## config.mk

```make
export PLATFORM = sky130hd
export DESIGN_NAME = adc_seq
export DESIGN_NICKNAME = d
export VERILOG_FILES = /design/src/logic/adc_pkg.sv /design/src/logic/adc_halver.sv /design/src/logic/adc_mcycle.sv /design/src/logic/adc_seq.sv
export SDC_FILE = /design/constraint.sdc
export NUM_CORES = 1
export LEC_CHECK = 0
export ABC_AREA = 1
export ABC_CLOCK_PERIOD_IN_PS = 2510
export BUFFER_PORTS_ARGS = -buffer_cell sky130_fd_sc_hd__buf_2
export CAP_MARGIN = 20
export CORE_MARGIN = 3
export CORE_UTILIZATION = 51
export DETAILED_ROUTE_END_ITERATION = 12
export PLACE_DENSITY = 0.82
export SYNTH_ARGS = -nofsm -noshare
export SYNTH_HDL_FRONTEND = slang
export SYNTH_SLANG_ARGS = --single-unit
export TNS_END_PERCENT = 30
```

## constraint.sdc

```tcl
create_clock -name clk -period 2.51 [get_ports clk]
set_clock_uncertainty 0.05 [all_clocks]
set_input_delay 0.251 -clock clk [delete_from_list [all_inputs] [get_ports clk]]
set_output_delay 0.251 -clock clk [all_outputs]
set_load 0.005 [all_outputs]
```

## src/logic/adc_pkg.sv

```systemverilog
// Package with register map, field positions, reset values and timing for the ADC sequencer.
package adc_pkg;
  localparam logic [7:0] ADDR_ADVANCED_FUNCTION   = 8'hA6;
  localparam logic [7:0] ADDR_ADC_CONTROL         = 8'hD8;
  localparam logic [7:0] ADDR_ADC_RESULT          = 8'hD9;
  localparam logic [7:0] ADDR_CONVERSION_TRIGGER  = 8'hDA;
  // Bit addresses of the adc_control register (bit-addressable at its base).
  localparam logic [7:0] BIT_BASE_ADC_CONTROL     = 8'hD8;

  localparam int BIT_CHANNEL_SELECT_LOW      = 0;
  localparam int BIT_CHANNEL_SELECT_HIGH     = 1;
  localparam int BIT_MUST_BE_ZERO            = 2;
  localparam int BIT_REPEAT_CONVERSION       = 3;
  localparam int BIT_CONVERSION_IN_PROGRESS  = 4;
  localparam int BIT_CONVERSION_DONE         = 5;
  localparam int BIT_LONG_SAMPLE_SELECT      = 6;
  localparam int BIT_ADC_CLOCK_HALVER        = 7;
  localparam int BIT_CORE_CLOCK_DIVIDER      = 7;

  localparam logic [7:0] RESET_ADC_CONTROL        = 8'h00;
  localparam logic       RESET_CORE_CLOCK_DIVIDER = 1'h0;
  localparam logic [7:0] RESET_ADC_RESULT         = 8'h00;

  // Sample phase in ADC master clock cycles: normal and fourfold.
  localparam int SAMPLE_CYCLES_NORMAL = 2;
  localparam int SAMPLE_CYCLES_LONG   = 8;
  // One successive-approximation step per result bit.
  localparam int RESULT_BITS          = 8;
  // Machine cycle length in oscillator cycles.
  localparam int MACHINE_CYCLE_SLOW   = 12;
  localparam int MACHINE_CYCLE_FAST   = 6;

  typedef enum logic [1:0] {
    ADC_IDLE   = 2'b00,
    ADC_SAMPLE = 2'b01,
    ADC_CONV   = 2'b10
  } adc_state_e;
endpackage

```

## src/logic/adc_halver.sv

```systemverilog
// Enable divider: passes every tick when bypassed, every second tick otherwise.
`timescale 1ns/10ps
module adc_halver (
  input  wire logic clk,
  input  wire logic rst_b,
  input  wire logic tick_in,
  input  wire logic halve,
  output logic      tick_out
);
  logic phase;
  logic next_phase;

  always_comb begin
    next_phase = phase;
    if (!halve) begin
      next_phase = 1'b0;
    end else if (tick_in) begin
      next_phase = ~phase;
    end
  end

  always_ff @(posedge clk) begin
    if (!rst_b) begin
      phase <= 1'b0;
    end else begin
      phase <= next_phase;
    end
  end

  assign tick_out = tick_in & (~halve | phase);
endmodule

```

## src/logic/adc_mcycle.sv

```systemverilog
// Machine cycle timer: one pulse every 12 or 6 oscillator cycles.
`timescale 1ns/10ps
module adc_mcycle (
  input  wire logic clk,
  input  wire logic rst_b,
  input  wire logic slow,
  output logic      mcycle_pulse
);
  logic [3:0] count;
  logic [3:0] next_count;
  logic [3:0] last;

  always_comb begin
    last = slow ? 4'(adc_pkg::MACHINE_CYCLE_SLOW - 1) : 4'(adc_pkg::MACHINE_CYCLE_FAST - 1);
    next_count = (count >= last) ? 4'h0 : count + 4'h1;
  end

  always_ff @(posedge clk) begin
    if (!rst_b) begin
      count        <= 4'h0;
      mcycle_pulse <= 1'b0;
    end else begin
      count        <= next_count;
      mcycle_pulse <= (count >= last);
    end
  end
endmodule

```

## src/logic/adc_seq.sv

```systemverilog
// ADC sequencing control: SFR registers, clock dividers and conversion state machine.
`timescale 1ns/10ps
module adc_seq #(
  parameter int DATA_W = 8
) (
  input  wire logic              clk,
  input  wire logic              rst_b,
  input  wire logic [7:0]        sfr_addr,
  input  wire logic [DATA_W-1:0] sfr_wdata,
  input  wire logic              sfr_wr,
  input  wire logic              sfr_rd,
  input  wire logic [7:0]        bit_addr,
  input  wire logic              bit_wr,
  input  wire logic              bit_wval,
  input  wire logic              comp_in,
  output logic [DATA_W-1:0]      sfr_rdata,
  output logic                   bit_rdata,
  output logic                   int_clk_en,
  output logic                   mcycle_pulse,
  output logic                   adc_tick,
  output logic [1:0]             channel_sel,
  output logic                   sample_on,
  output logic [DATA_W-1:0]      dac_code,
  output logic                   conversion_done_flag,
  output logic                   conversion_in_progress,
  output logic                   start_strobe
);
  logic [7:0]              adc_control;
  logic [7:0]              next_adc_control;
  logic                    core_clock_divider;
  logic                    next_core_clock_divider;
  logic [DATA_W-1:0]       adc_result;
  logic [DATA_W-1:0]       next_adc_result;
  logic [DATA_W-1:0]       sar;
  logic [DATA_W-1:0]       next_sar;
  logic [DATA_W-1:0]       trial;
  logic [DATA_W-1:0]       next_trial;
  logic [3:0]              sample_cnt;
  logic [3:0]              next_sample_cnt;
  adc_pkg::adc_state_e     state;
  adc_pkg::adc_state_e     next_state;
  logic                    osc_half;
  logic                    next_osc_half;
  logic                    chip_tick;
  logic                    master_tick;
  logic                    mcyc;
  logic                    start_req;
  logic                    done_now;
  logic                    next_start_strobe;
  logic [DATA_W-1:0]       next_rdata;
  logic                    next_bit_rdata;
  logic [3:0]              sample_len;
  logic                    sample_last;
  logic [DATA_W-1:0]       conv_value;
  logic                    ctl_byte_wr;
  logic                    ctl_bit_hit;
  logic                    result_byte_wr;
  logic                    afr_byte_wr;
  logic                    next_int_clk_en;
  logic                    next_mcycle_pulse;
  logic                    next_adc_tick;
  logic [1:0]              next_channel_sel;
  logic                    next_sample_on;
  logic [DATA_W-1:0]       next_dac_code;

  // There is one clock; each slower rate is a one-cycle enable, so no derived
  // clock edge ever reaches a flip-flop.
  // internal clock halving
  always_comb begin
    next_osc_half = core_clock_divider ? ~osc_half : 1'b0;
    chip_tick     = ~core_clock_divider | osc_half;
  end

  adc_halver u_halver (
    .clk      (clk),
    .rst_b    (rst_b),
    .tick_in  (chip_tick),
    .halve    (adc_control[adc_pkg::BIT_ADC_CLOCK_HALVER]),
    .tick_out (master_tick)
  );

  adc_mcycle u_mcycle (
    .clk          (clk),
    .rst_b        (rst_b),
    .slow         (core_clock_divider),
    .mcycle_pulse (mcyc)
  );

  // The written value is never looked at, so any byte written here starts.
  // address-only start decode
  assign start_req = sfr_wr && (sfr_addr == adc_pkg::ADDR_CONVERSION_TRIGGER);

  // Write decodes shared by the register updates below.
  assign ctl_byte_wr    = sfr_wr && (sfr_addr == adc_pkg::ADDR_ADC_CONTROL);
  assign result_byte_wr = sfr_wr && (sfr_addr == adc_pkg::ADDR_ADC_RESULT);
  assign afr_byte_wr    = sfr_wr && (sfr_addr == adc_pkg::ADDR_ADVANCED_FUNCTION);
  assign ctl_bit_hit    = (bit_addr[7:3] == adc_pkg::BIT_BASE_ADC_CONTROL[7:3]);

  assign sample_len = adc_control[adc_pkg::BIT_LONG_SAMPLE_SELECT]
                    ? 4'(adc_pkg::SAMPLE_CYCLES_LONG) : 4'(adc_pkg::SAMPLE_CYCLES_NORMAL);
  // Sampling ends on the master tick that completes the selected length.
  assign sample_last = (sample_cnt == sample_len - 4'h1);

  // Word as it stands once the comparator has judged the current trial bit.
  assign conv_value  = comp_in ? (sar | trial) : sar;

  always_comb begin
    next_state      = state;
    next_sample_cnt = sample_cnt;
    next_sar        = sar;
    next_trial      = trial;
    done_now        = 1'b0;
    if (start_req) begin
      // A write to the trigger restarts a conversion in progress.
      next_state      = adc_pkg::ADC_SAMPLE;
      next_sample_cnt = 4'h0;
    end else if (master_tick) begin
      unique case (state)
        adc_pkg::ADC_IDLE: begin
          next_state = adc_pkg::ADC_IDLE;
        end
        adc_pkg::ADC_SAMPLE: begin
          if (sample_last) begin
            next_state = adc_pkg::ADC_CONV;
            next_sar   = '0;
            next_trial = {1'b1, {(DATA_W-1){1'b0}}};
          end else begin
            next_sample_cnt = sample_cnt + 4'h1;
          end
        end
        adc_pkg::ADC_CONV: begin
          // Comparator high means the input is at or above the trial code.
          if (comp_in) begin
            next_sar = sar | trial;
          end
          next_trial = trial >> 1;
          if (trial[0]) begin
            done_now = 1'b1;
            if (adc_control[adc_pkg::BIT_REPEAT_CONVERSION]) begin
              next_state      = adc_pkg::ADC_SAMPLE;
              next_sample_cnt = 4'h0;
            end else begin
              next_state = adc_pkg::ADC_IDLE;
            end
          end
        end
        default: begin
          next_state = adc_pkg::ADC_IDLE;
        end
      endcase
    end
  end

  always_comb begin
    next_adc_control        = adc_control;
    next_core_clock_divider = core_clock_divider;
    next_adc_result         = adc_result;
    if (ctl_byte_wr) begin
      next_adc_control = sfr_wdata[7:0];
    end
    if (bit_wr && ctl_bit_hit) begin
      next_adc_control[bit_addr[2:0]] = bit_wval;
    end
    // bit 2 is held at zero
    next_adc_control[adc_pkg::BIT_MUST_BE_ZERO] = 1'b0;
    // Busy comes from the next state, so it can never disagree with the sequencer.
    // busy follows hardware only
    next_adc_control[adc_pkg::BIT_CONVERSION_IN_PROGRESS] = (next_state != adc_pkg::ADC_IDLE);
    // A clear in the completion cycle loses, so no finished conversion goes unseen.
    // done set wins over software clear
    if (done_now) begin
      next_adc_control[adc_pkg::BIT_CONVERSION_DONE] = 1'b1;
    end
    // Only the divider bit is stored; the reserved and watchdog bits are not.
    // reserved bits ignored
    if (afr_byte_wr) begin
      next_core_clock_divider = sfr_wdata[adc_pkg::BIT_CORE_CLOCK_DIVIDER];
    end
    // A completion in the cycle of a software write keeps the converted value.
    // result load and software write
    if (done_now) begin
      next_adc_result = conv_value;
    end else if (result_byte_wr) begin
      next_adc_result = sfr_wdata;
    end
  end

  always_comb begin
    next_rdata = '0;
    if (sfr_rd) begin
      unique case (sfr_addr)
        adc_pkg::ADDR_ADC_CONTROL:       next_rdata = adc_control;
        adc_pkg::ADDR_ADC_RESULT:        next_rdata = adc_result;
        adc_pkg::ADDR_ADVANCED_FUNCTION: next_rdata = {core_clock_divider, 7'h00};
        default:                         next_rdata = '0;
      endcase
    end
  end

  // Next values of the registered output ports.
  always_comb begin
    next_bit_rdata    = ctl_bit_hit ? adc_control[bit_addr[2:0]] : 1'b0;
    next_start_strobe = start_req;
    next_int_clk_en   = chip_tick;
    next_mcycle_pulse = mcyc;
    next_adc_tick     = master_tick;
    next_channel_sel  = next_adc_control[adc_pkg::BIT_CHANNEL_SELECT_HIGH:
                                         adc_pkg::BIT_CHANNEL_SELECT_LOW];
    next_sample_on    = (next_state == adc_pkg::ADC_SAMPLE);
    // The code shown is the trial that the sequencer weighs on its next tick.
    next_dac_code     = next_sar | next_trial;
  end

  // Sequencer state; a reset mid-conversion returns it to idle with no stale step.
  always_ff @(posedge clk) begin
    if (!rst_b) begin
      state      <= adc_pkg::ADC_IDLE;
      sample_cnt <= 4'h0;
      sar        <= '0;
      trial      <= '0;
    end else begin
      state      <= next_state;
      sample_cnt <= next_sample_cnt;
      sar        <= next_sar;
      trial      <= next_trial;
    end
  end

  // Register file and the internal clock divider.
  always_ff @(posedge clk) begin
    if (!rst_b) begin
      // The result has no defined reset value; zero keeps it free of unknowns.
      adc_control        <= adc_pkg::RESET_ADC_CONTROL;
      core_clock_divider <= adc_pkg::RESET_CORE_CLOCK_DIVIDER;
      adc_result         <= adc_pkg::RESET_ADC_RESULT;
      osc_half           <= 1'b0;
    end else begin
      adc_control        <= next_adc_control;
      core_clock_divider <= next_core_clock_divider;
      adc_result         <= next_adc_result;
      osc_half           <= next_osc_half;
    end
  end

  // Every port leaves straight from a flip-flop, so no decode glitch escapes.
  always_ff @(posedge clk) begin
    if (!rst_b) begin
      sfr_rdata    <= '0;
      bit_rdata    <= 1'b0;
      start_strobe <= 1'b0;
      int_clk_en   <= 1'b0;
      mcycle_pulse <= 1'b0;
      adc_tick     <= 1'b0;
      channel_sel  <= 2'h0;
      sample_on    <= 1'b0;
      dac_code     <= '0;
    end else begin
      sfr_rdata    <= next_rdata;
      bit_rdata    <= next_bit_rdata;
      start_strobe <= next_start_strobe;
      int_clk_en   <= next_int_clk_en;
      mcycle_pulse <= next_mcycle_pulse;
      adc_tick     <= next_adc_tick;
      channel_sel  <= next_channel_sel;
      sample_on    <= next_sample_on;
      dac_code     <= next_dac_code;
    end
  end

  // The flags are bits of the control register, so port and register never differ.
  assign conversion_done_flag   = adc_control[adc_pkg::BIT_CONVERSION_DONE];
  assign conversion_in_progress = adc_control[adc_pkg::BIT_CONVERSION_IN_PROGRESS];
endmodule
```

==> flow_metrics.tcl, run 1 <==
set metrics [dict create \
    die_w_um 86.37 \
    synth_xor_area_share_pct 1.063 \
    ys.flop_type "dfxtp_1" \
    finalCritPeriodShare_pct 75.74 \
    grt_pass1_vias 2829 \
    syn_to_final_growth_pct 16.03 \
    place_hpwl_um 5570 \
    async_reset_ff_share_pct 0 \
    wire_per_inst_um 12.36 \
    crit_chain "inv_1 > ha_1 > nand2_1 > nor2_2 > nand2_8 > inv_2 > nand2_1 > nand3_1 > nand2_1 > inv_1" \
    cts_buffers 9 \
    dieArea_mm2 0.007460 \
    clock-sinks 67 \
    combPwrFrac_pct 4.9 \
    synth_top_area_share_pct 40.71 \
    clkTransAtPathRegs_ns 0.07 \
    synth_area_leaders "dfxtp_1, nand2_1, inv_1, nand3_1, nor2_1" \
    crit_arrival_ns 2.15 \
    vdd_drop_max_v 0.0003791 \
    cp-endpoint "adc_result[1]$_SDFFE_PN0P_" \
    nets 565 \
    p_int_mw 1.721 \
    fp.dieH_um 86.37 \
    drt_first_pass_iters 5 \
    fmax_ghz 0.5260 \
    finalNonFillerCells 607 \
    start_util_pct 54.04 \
    design_area_mm2 0.003822 \
    io_pins 57 \
    reg2reg_slack_ns 0.61 \
    clk_latency_ns 0.35 \
    synthAdderAreaFrac_pct 2.659 \
    synth_top_family_by_area "simple AND/OR/NAND/NOR gates" \
    grt_max_degree 28 \
    dpl_cell_area_mm2 0.003596 \
    setup_tns_ns 0 \
    ant_nets 0 \
    htreeDepth 3 \
    p_leak_nw 2.074 \
    utilization_pct 62.71 \
    ys_ff_latch 67 \
    drcViolationCount 0 \
    final_hold_viol_count 0 \
    cp_max_fo 16 \
    total_power_mw 2.209 \
    synth_mux_area_share_pct 0 \
    track_usage_pct 21.26 \
    finalSetupViolCount 0 \
    syn_nets 510 \
    yosys.cell_count.top_type "nand2_1" \
    antenna_found_initial 0 \
    tightestPinTransition_ns 0.4804 \
    routed_via_density 5.107 \
    p_clk_share_pct 46.3 \
    ys_seq_area_share_pct 40.71 \
    wl_um 7502 \
    drv_cap 0 \
    rows 28 \
    powerDensity_mw_per_mm2 577.9 \
    cp_num_cells 10 \
    ff2ff_path_depth 10 \
    hold_buffers 0 \
    drt_iter0_markers 173 \
    rsz0062_at_grt "no" \
    grt-ovfl-total 0 \
    slew_violations 0 \
    r2r-end "adc_result[1]$_SDFFE_PN0P_" \
    ys_types 36 \
    diodes 0 \
    syn_area_mm2 0.003294 \
    postCtsSetupBuffers 0 \
    vias 3100 \
    crit_start "state[0]$_SDFF_PN0_" \
    status "complete, no violations" \
    cts_tree "built" \
    fin_crit_ns 1.901 \
    cp_common_cell "nand2_1" \
    holdCritStartpoint "sfr_wdata[7]" \
    critPathKind "register to register" \
    hp-class "primary input to register" \
    synth_compound_area_share_pct 9.875 \
    rr_startpoint "state[0]$_SDFF_PN0_" \
    portBuffers 56 \
    root_buffer "clkbuf_8" \
    cp_slowest_cell "ha_1" \
    dp_cells 591 \
    critPathMaxStageDelay_ns 0.46 \
    cts_resized 0 \
    gp_congestion 0.8685 \
    layout-drive-gt1-share_pct 18.61 \
    ys_top_cells_by_count "nand2_1, dfxtp_1, inv_1, nand3_1, nor2_1" \
    critical_path_buf_inv_count 3 \
    cp_top_family "simple AND/OR/NAND/NOR gates" \
    start_kind "register" \
    synth-simple-area-share_pct 34.71 \
    worstSetupEndpointType "register" \
    syn_inst 472 \
    syn_area_per_cell_um2 6.980 \
    p_sw_uw 488.2 \
    sequentialPowerShare_pct 48.8 \
    required_ns 2.76 \
    design.core.area_mm2 0.006096 \
    clockBufferDepth 2 \
    relSlewSlack_pct 67.97 \
    switching_share_pct 22.10 \
    synth_edf_count 0 \
    grt_pass1_wl_um 12410 \
    yosys.area.top_type "dfxtp_1" \
    ys_warn_count 0 \
]
power by group through the flow:
stage / clock, mW / combinational [mW] / sequential [mW]
floorplan: 0 / 0.0610 / 1.10
global placement: 0 / 0.103 / 1.10
detailed placement: 0 / 0.107 / 1.10
CTS: 1.03 / 0.107 / 1.08
global route: 1.08 / 0.121 / 1.08
finish: 1.02 / 0.108 / 1.08
registers in the layout, summed over array words and instances (netlist names), 2 cells and up:
signal and cells:
adc_result 8, dac_code 8, sar 8, sfr_rdata 8, trial 8, adc_control 7
sample_cnt 4, u_mcycle.count 4, state 2
worst min path at each step:
stage / slack, ns / end / depth (start not counted)
CTS: 0.13 / core_clock_divider$_SDFFE_PN0P_ / 3
detailed placement: 0.35 / mcycle_pulse$_SDFF_PN0_ / 2
finish: 0.14 / core_clock_divider$_SDFFE_PN0P_ / 3
global placement: 0.34 / mcycle_pulse$_SDFF_PN0_ / 2
floorplan: 0.34 / core_clock_divider$_SDFFE_PN0P_ / 2
global route: 0.17 / core_clock_divider$_SDFFE_PN0P_ / 3
per-layer routing:
metal | track usage, % | wire [µm] | share of wire [%] | vias to the layer above
li1 | - | - | - | 1592
met1 | 25.52 | 3135 | 42 | 1366
met2 | 34.42 | 3500 | 47 | 121
met3 | 5.894 | 647 | 8.6 | 21
met4 | 11.47 | 219 | 2.9 | 0
met5 | 0 | 0 | 0 | -
placed cells by master, fill, tap and decap left out:
master     count
o22ai_1        2
nand3_2        1
a211oi_1       2
ha_1           7
buf_2         56
or2_2          2
o21ai_0       15
xnor2_1        2
o211ai_1       2
nand4_1        8
nor2_1        44
nor2_4         5
nand2_8        1
xor2_1         2
o21ai_4        1
dfxtp_1       67
nor4_1         1
clkinv_2       3
clkbuf_8      11
o21a_1         4
inv_1         65
inv_2          8
nand3_4        2
o21ai_1        1
buf_4          1
nor2_2         2
o21bai_1       2
nand2_2        3
nand3_1       47
clkinv_1       2
a21o_1         9
bufinv_16      2
a21oi_1       13
nor3_1         3
a21oi_2        1
nand2_1      135
cell families (layout without fill, tap and decap cells):
logic type,Yosys count,count (layout)
and+or+nand+nor,254,254
AOI/OAI and AO/OA,52,52
DFF,67,67
adders and majority gates,7,7
buffers and inverters,88,148
xor gates and xnor gates,4,4
layout make-up:
class	count	area, µm²
fillers	566	2273
multi-input cells	317	1592
flip-flops and latches	67	1341
repair buffers	57	287.8
inverters	75	281.5
clock buffers	11	151.4
well taps	75	93.84
clock inverters	5	75.07
worst register-to-register path, stage by stage, from the launching register on:
cell	delay, ns
dfxtp_1	0.34
inv_1	0.08
ha_1	0.46
nand2_1	0.12
nor2_2	0.24
nand2_8	0.12
inv_2	0.16
nand2_1	0.09
nand3_1	0.09
nand2_1	0.05
inv_1	0.05
through the flow:
step | hold slack [ns] | setup WS [ns]
finish | 0.1414 | 0.6089
global route | 0.1663 | 0.4435
CTS | 0.1267 | 0.6183
detailed placement | 0.3529 | 0.6295
global placement | 0.3435 | 0.7208
floorplan | 0.3359 | 0.9266
Note: power is estimated with default switching activity, not from simulation.
==> run 2, diff against run 1 <==
ABC_CLOCK_PERIOD_IN_PS = 1500   (was 2510)
CORE_UTILIZATION = 50   (was 51)
PLACE_DENSITY = 0.83   (was 0.82)
clock period = 1.5 ns   (was 2.51 ns; I/O delays follow)
==> run 2 against run 1 <==
- design area up 6.4%
- cell count is 3.1% higher
- global-route usage grew 0.96 points
- register-to-register slack got worse by 0.58 ns
- sequential share of layout area is 1.8 points lower
==> flow_metrics.tcl, run 2 (synthesis gave the netlist of run 1 again) <==
set metrics [dict create \
    finalSetupViolCount 0 \
    rsz0062_at_grt "yes" \
    ant_nets 0 \
    start_util_pct 53.73 \
    final_hold_viol_count 0 \
    hold_ws_ns 0.04136 \
    syn_to_final_growth_pct 23.40 \
    gp_congestion 0.8832 \
    portBuffers 56 \
    root_buffer "clkbuf_8" \
    antenna_found_initial 0 \
    reg2reg_slack_ns 0.03 \
    total_power_mw 3.713 \
    status "complete, no violations" \
    grt_pass1_vias 3038 \
    crit_arrival_ns 1.72 \
    clockBufferDepth 2 \
    required_ns 1.75 \
    dieArea_mm2 0.007599 \
    slew_violations 0 \
    setup_tns_ns 0 \
    drt_first_pass_iters 5 \
    dp_cells 605 \
    drv_cap 0 \
    final_common_cell "nand2_1" \
    clkTransAtPathRegs_ns 0.08 \
    clk_latency_ns 0.35 \
    vdd_drop_max_v 0.0008251 \
    clock-sinks 67 \
    grt_max_degree 17 \
    vias 3249 \
    wl_um 8322 \
    diodes 0 \
    hp-class "primary input to register" \
    critPathKind "register to register" \
    drt_iter0_markers 320 \
    powerDensity_mw_per_mm2 913.4 \
    io_pins 57 \
    wire_per_inst_um 13.29 \
    p_leak_nw 2.176 \
    hold_buffers 0 \
    track_usage_pct 22.22 \
    nets 584 \
    fin_crit_ns 1.469 \
    dpl_cell_area_mm2 0.003714 \
    cp_max_fo 16 \
    fmax_ghz 0.6807 \
    finalCritPeriodShare_pct 97.94 \
    fp.dieH_um 87.17 \
    htreeDepth 3 \
    design.core.area_mm2 0.006131 \
    drcViolationCount 0 \
    cts_buffers 9 \
    routed_via_density 5.190 \
    place_hpwl_um 5953 \
    layout-drive-gt1-share_pct 25.41 \
    grt_pass1_wl_um 13250 \
    tightestPinTransition_ns 0.4378 \
    worstSetupEndpointType "register" \
    finalNonFillerCells 626 \
    final_cell_mix "nand2_1, inv_1, dfxtp_1" \
    rows 28 \
    design_area_mm2 0.004065 \
    cts_tree "built" \
    start_kind "register" \
    grt-ovfl-total 0 \
    relSlewSlack_pct 70.54 \
    die_w_um 87.17 \
]
-- run 2: per-stage QoR --
| stage | util (%) | worst slack (ns) |
|---|---|---|
| floorplan | - | 0.01007 |
| global placement | 60.57 | -0.0008307 |
| detailed placement | 60.57 | -0.09693 |
| CTS | 64.84 | 0.002285 |
| global route | 66.31 | -0.07458 |
| finish | 66.31 | 0.03083 |
-- run 2: worst paths after layout --
kind                                    start                          to  cells after the start
max                       state[0]$_SDFF_PN0_  adc_result[3]$_SDFFE_PN0P_                     10
min                                  bit_wval   adc_control[5]$_SDFF_PN0_                      3
max reg2reg               state[0]$_SDFF_PN0_  adc_result[3]$_SDFFE_PN0P_                     10
min reg2reg  u_mcycle.mcycle_pulse$_SDFF_PN0_     mcycle_pulse$_SDFF_PN0_                      2
-- run 2: metal layers --
layer	part of all wire [%]	global-route usage [%]	vias to the layer above
met4	2.5	11.44	0
met2	48	37.06	161
met3	8.1	4.352	23
met5	0	0	-
met1	41	27.08	1434
li1	-	-	1631
-- run 2: report_power, final --
part / total [mW] / switching [mW] / internal [mW]
clock network: 1.72 / 0.694 / 1.02
registers: 1.80 / 0.0105 / 1.79
logic: 0.191 / 0.116 / 0.0755
-- run 2: timing repair --
| action | in CTS | in global routing |
|---|---|---|
| gates resized for setup | 6 | 26 |
| setup endpoints to repair | 33 | 39 |
| cloned | 0 | 1 |
| setup buffers | 3 | 1 |
| pin swaps | 3 | 18 |
-- run 2: final cells by class --
type,instances,area [µm²]
fillers,513,2066
multi-input cells,318,1677
flip-flops and latches,67,1353
repair buffers,75,422.9
inverters,75,291.5
clock buffers,12,155.1
well taps,75,93.84
clock inverters,4,72.57
-- run 2: critical path, stage by stage (launching register included) --
cell and delay, ns:
dfxtp_2 0.33, inv_2 0.08, ha_4 0.19, nand2_1 0.10
nor2_4 0.15, nand2_8 0.12, inv_8 0.11, nand2_1 0.07
nand3_1 0.09, nand2_1 0.06, inv_1 0.07
==> run 3, diff against run 2 <==
SETUP_SLACK_MARGIN = 0.15   (was default)
==> run 3 against run 2 <==
- the run now ends with negative setup slack left
- fmax shrank 4.8%
- combinational power grew 3%
- worst hold slack gained 0.011 ns
- die area is the same
- register-to-register slack lost 0.07 ns
- sequential cell count is the same
- power shrank 6.0%
- core utilization grew 0.84 points
- cell count grew 0.96%
- routed wire length grew 2.9%
- worst setup slack lost 0.074 ns
- sequential share of layout area shrank 0.41 points
==> flow_metrics.tcl, run 3 (synthesis gave the netlist of run 1 again) <==
set metrics [dict create \
    diodes 0 \
    track_usage_pct 21.87 \
    p_int_mw 2.673 \
    die_w_um 87.17 \
    drt_iter0_markers 244 \
    setup_ws_ns -0.04308 \
    powerDensity_mw_per_mm2 847.9 \
    io_pins 57 \
    clock-sinks 67 \
    relSlewSlack_pct 59.76 \
    nets 590 \
    routed_via_density 5.266 \
    p_leak_nw 2.196 \
    slew_violations 0 \
    rsz0062_at_grt "yes" \
    wire_per_inst_um 13.55 \
    required_ns 1.67 \
    combPwrFrac_pct 5.6 \
    fin_crit_ns 1.543 \
    grt-ovfl-total 0 \
    htreeDepth 3 \
    drcViolationCount 0 \
    clk_latency_ns 0.35 \
    vias 3328 \
    start_util_pct 53.73 \
    portBuffers 56 \
    fmax_ghz 0.6481 \
    root_buffer "clkbuf_8" \
    cts_tree "built" \
    fp.dieH_um 87.17 \
    antenna_found_initial 0 \
    rows 28 \
    dp_cells 604 \
    critPathKind "register to register" \
    switching_share_pct 23.43 \
    tightestPinTransition_ns 0.5980 \
    layout-drive-gt1-share_pct 27.47 \
    clkTransAtPathRegs_ns 0.07 \
    wl_um 8564 \
    dieArea_mm2 0.007599 \
    sequentialPowerShare_pct 51.6 \
    place_hpwl_um 5890 \
    grt_pass1_vias 3020 \
    p_sw_uw 817.9 \
    worstSetupEndpointType "register" \
    cp_max_fo 6 \
    cts_buffers 9 \
    ant_nets 0 \
    final_cell_mix "nand2_1, inv_1, dfxtp_1" \
    grt_max_degree 17 \
    p_clk_share_pct 42.8 \
    grt_pass1_wl_um 12920 \
    status "complete, but fails checks" \
    clockBufferDepth 2 \
    drv_cap 0 \
    gp_congestion 0.8748 \
    finalCritPeriodShare_pct 102.9 \
    finalSetupViolCount 10 \
    vdd_drop_max_v 0.0005552 \
    place_ws_ns -0.01278 \
    final_common_cell "nand2_1" \
    violations "negative setup slack" \
    hp-class "primary input to register" \
    final_hold_viol_count 0 \
    design.core.area_mm2 0.006131 \
    syn_to_final_growth_pct 24.95 \
    drt_first_pass_iters 5 \
    crit_arrival_ns 1.72 \
    start_kind "register" \
    finalNonFillerCells 632 \
]
==> run 3: changes by cell type in the layout (fill, tap and decap cells not counted), moves of 2 or more <==
cell,before,now
nand2_1,129,123
buf_4,19,22
buf_6,0,3
inv_4,1,3
nand2_2,7,14
inv_1,64,61
dfxtp_1,58,60
clkinv_2,1,3
dfxtp_2,9,6
==> run 3: path summary, 6_finish.rpt <==
kind	from	endpoint	slack, ns	cells past startpoint
worst max-delay path	state[0]$_SDFF_PN0_	sample_on$_SDFF_PN0_	-0.04	9
worst max register to register	state[0]$_SDFF_PN0_	sample_on$_SDFF_PN0_	-0.04	9
worst min register to register	u_mcycle.mcycle_pulse$_SDFF_PN0_	mcycle_pulse$_SDFF_PN0_	0.36	2
worst min-delay path	bit_wval	adc_control[5]$_SDFF_PN0_	0.05	3
==> run 3: cell type report <==
cell class,count,area (µm²)
clock inverters,5,52.55
repair buffers,81,479.2
flip-flops and latches,67,1353
multi-input cells,318,1708
fillers,510,2014
clock buffers,11,141.4
inverters,75,289.0
well taps,75,93.84
==> run 3: power groups by stage <==
stage               registers (mW)  logic [mW]  clock network, mW
floorplan                     1.84       0.102                  0
global route                  1.80       0.219               1.57
detailed placement            1.84       0.188                  0
CTS                           1.80       0.189               1.51
global placement              1.84       0.181                  0
finish                        1.80       0.196               1.49
==> run 3: stage by stage <==
stage	setup TNS (ns)	hold slack [ns]	utilization, %	area (µm²)	total power [mW]
finish	-0.1706	0.05246	67.14	4116	3.490
global route	-1.765	0.05633	67.14	4116	3.588
CTS	0	0.04250	64.82	3974	3.499
detailed placement	-0.01612	0.3541	60.47	3707	2.032
global placement	0	0.3437	60.47	3707	2.024
floorplan	0	0.2349	-	3312	1.944
==> run 3: worst max-delay path, cell delays in order (launching register included) <==
cell and delay (ns):
dfxtp_4 0.38, buf_4 0.14, ha_4 0.18, nand4_1 0.19, inv_1 0.12, nand2_1 0.09, nand2_1 0.11, nand2_1 0.07
nand2_1 0.06, nor2_1 0.04
==> run 3: routing by layer <==
metal / track usage [%] / vias up / wire length, µm
li1: - / 1641 / -
met5: 0 / - / 0
met1: 26.28 / 1515 / 3630
met4: 11.16 / 0 / 241
met3: 4.825 / 24 / 679
met2: 36.58 / 148 / 4012
==> run 3: repair_timing <==
item	4_1_cts	5_1_grt
gates cloned	0	1
resized for setup	12	28
pin swaps	13	26
endpoints found under the setup margin	44	46
setup buffers	5	6
hold buffers	0	0
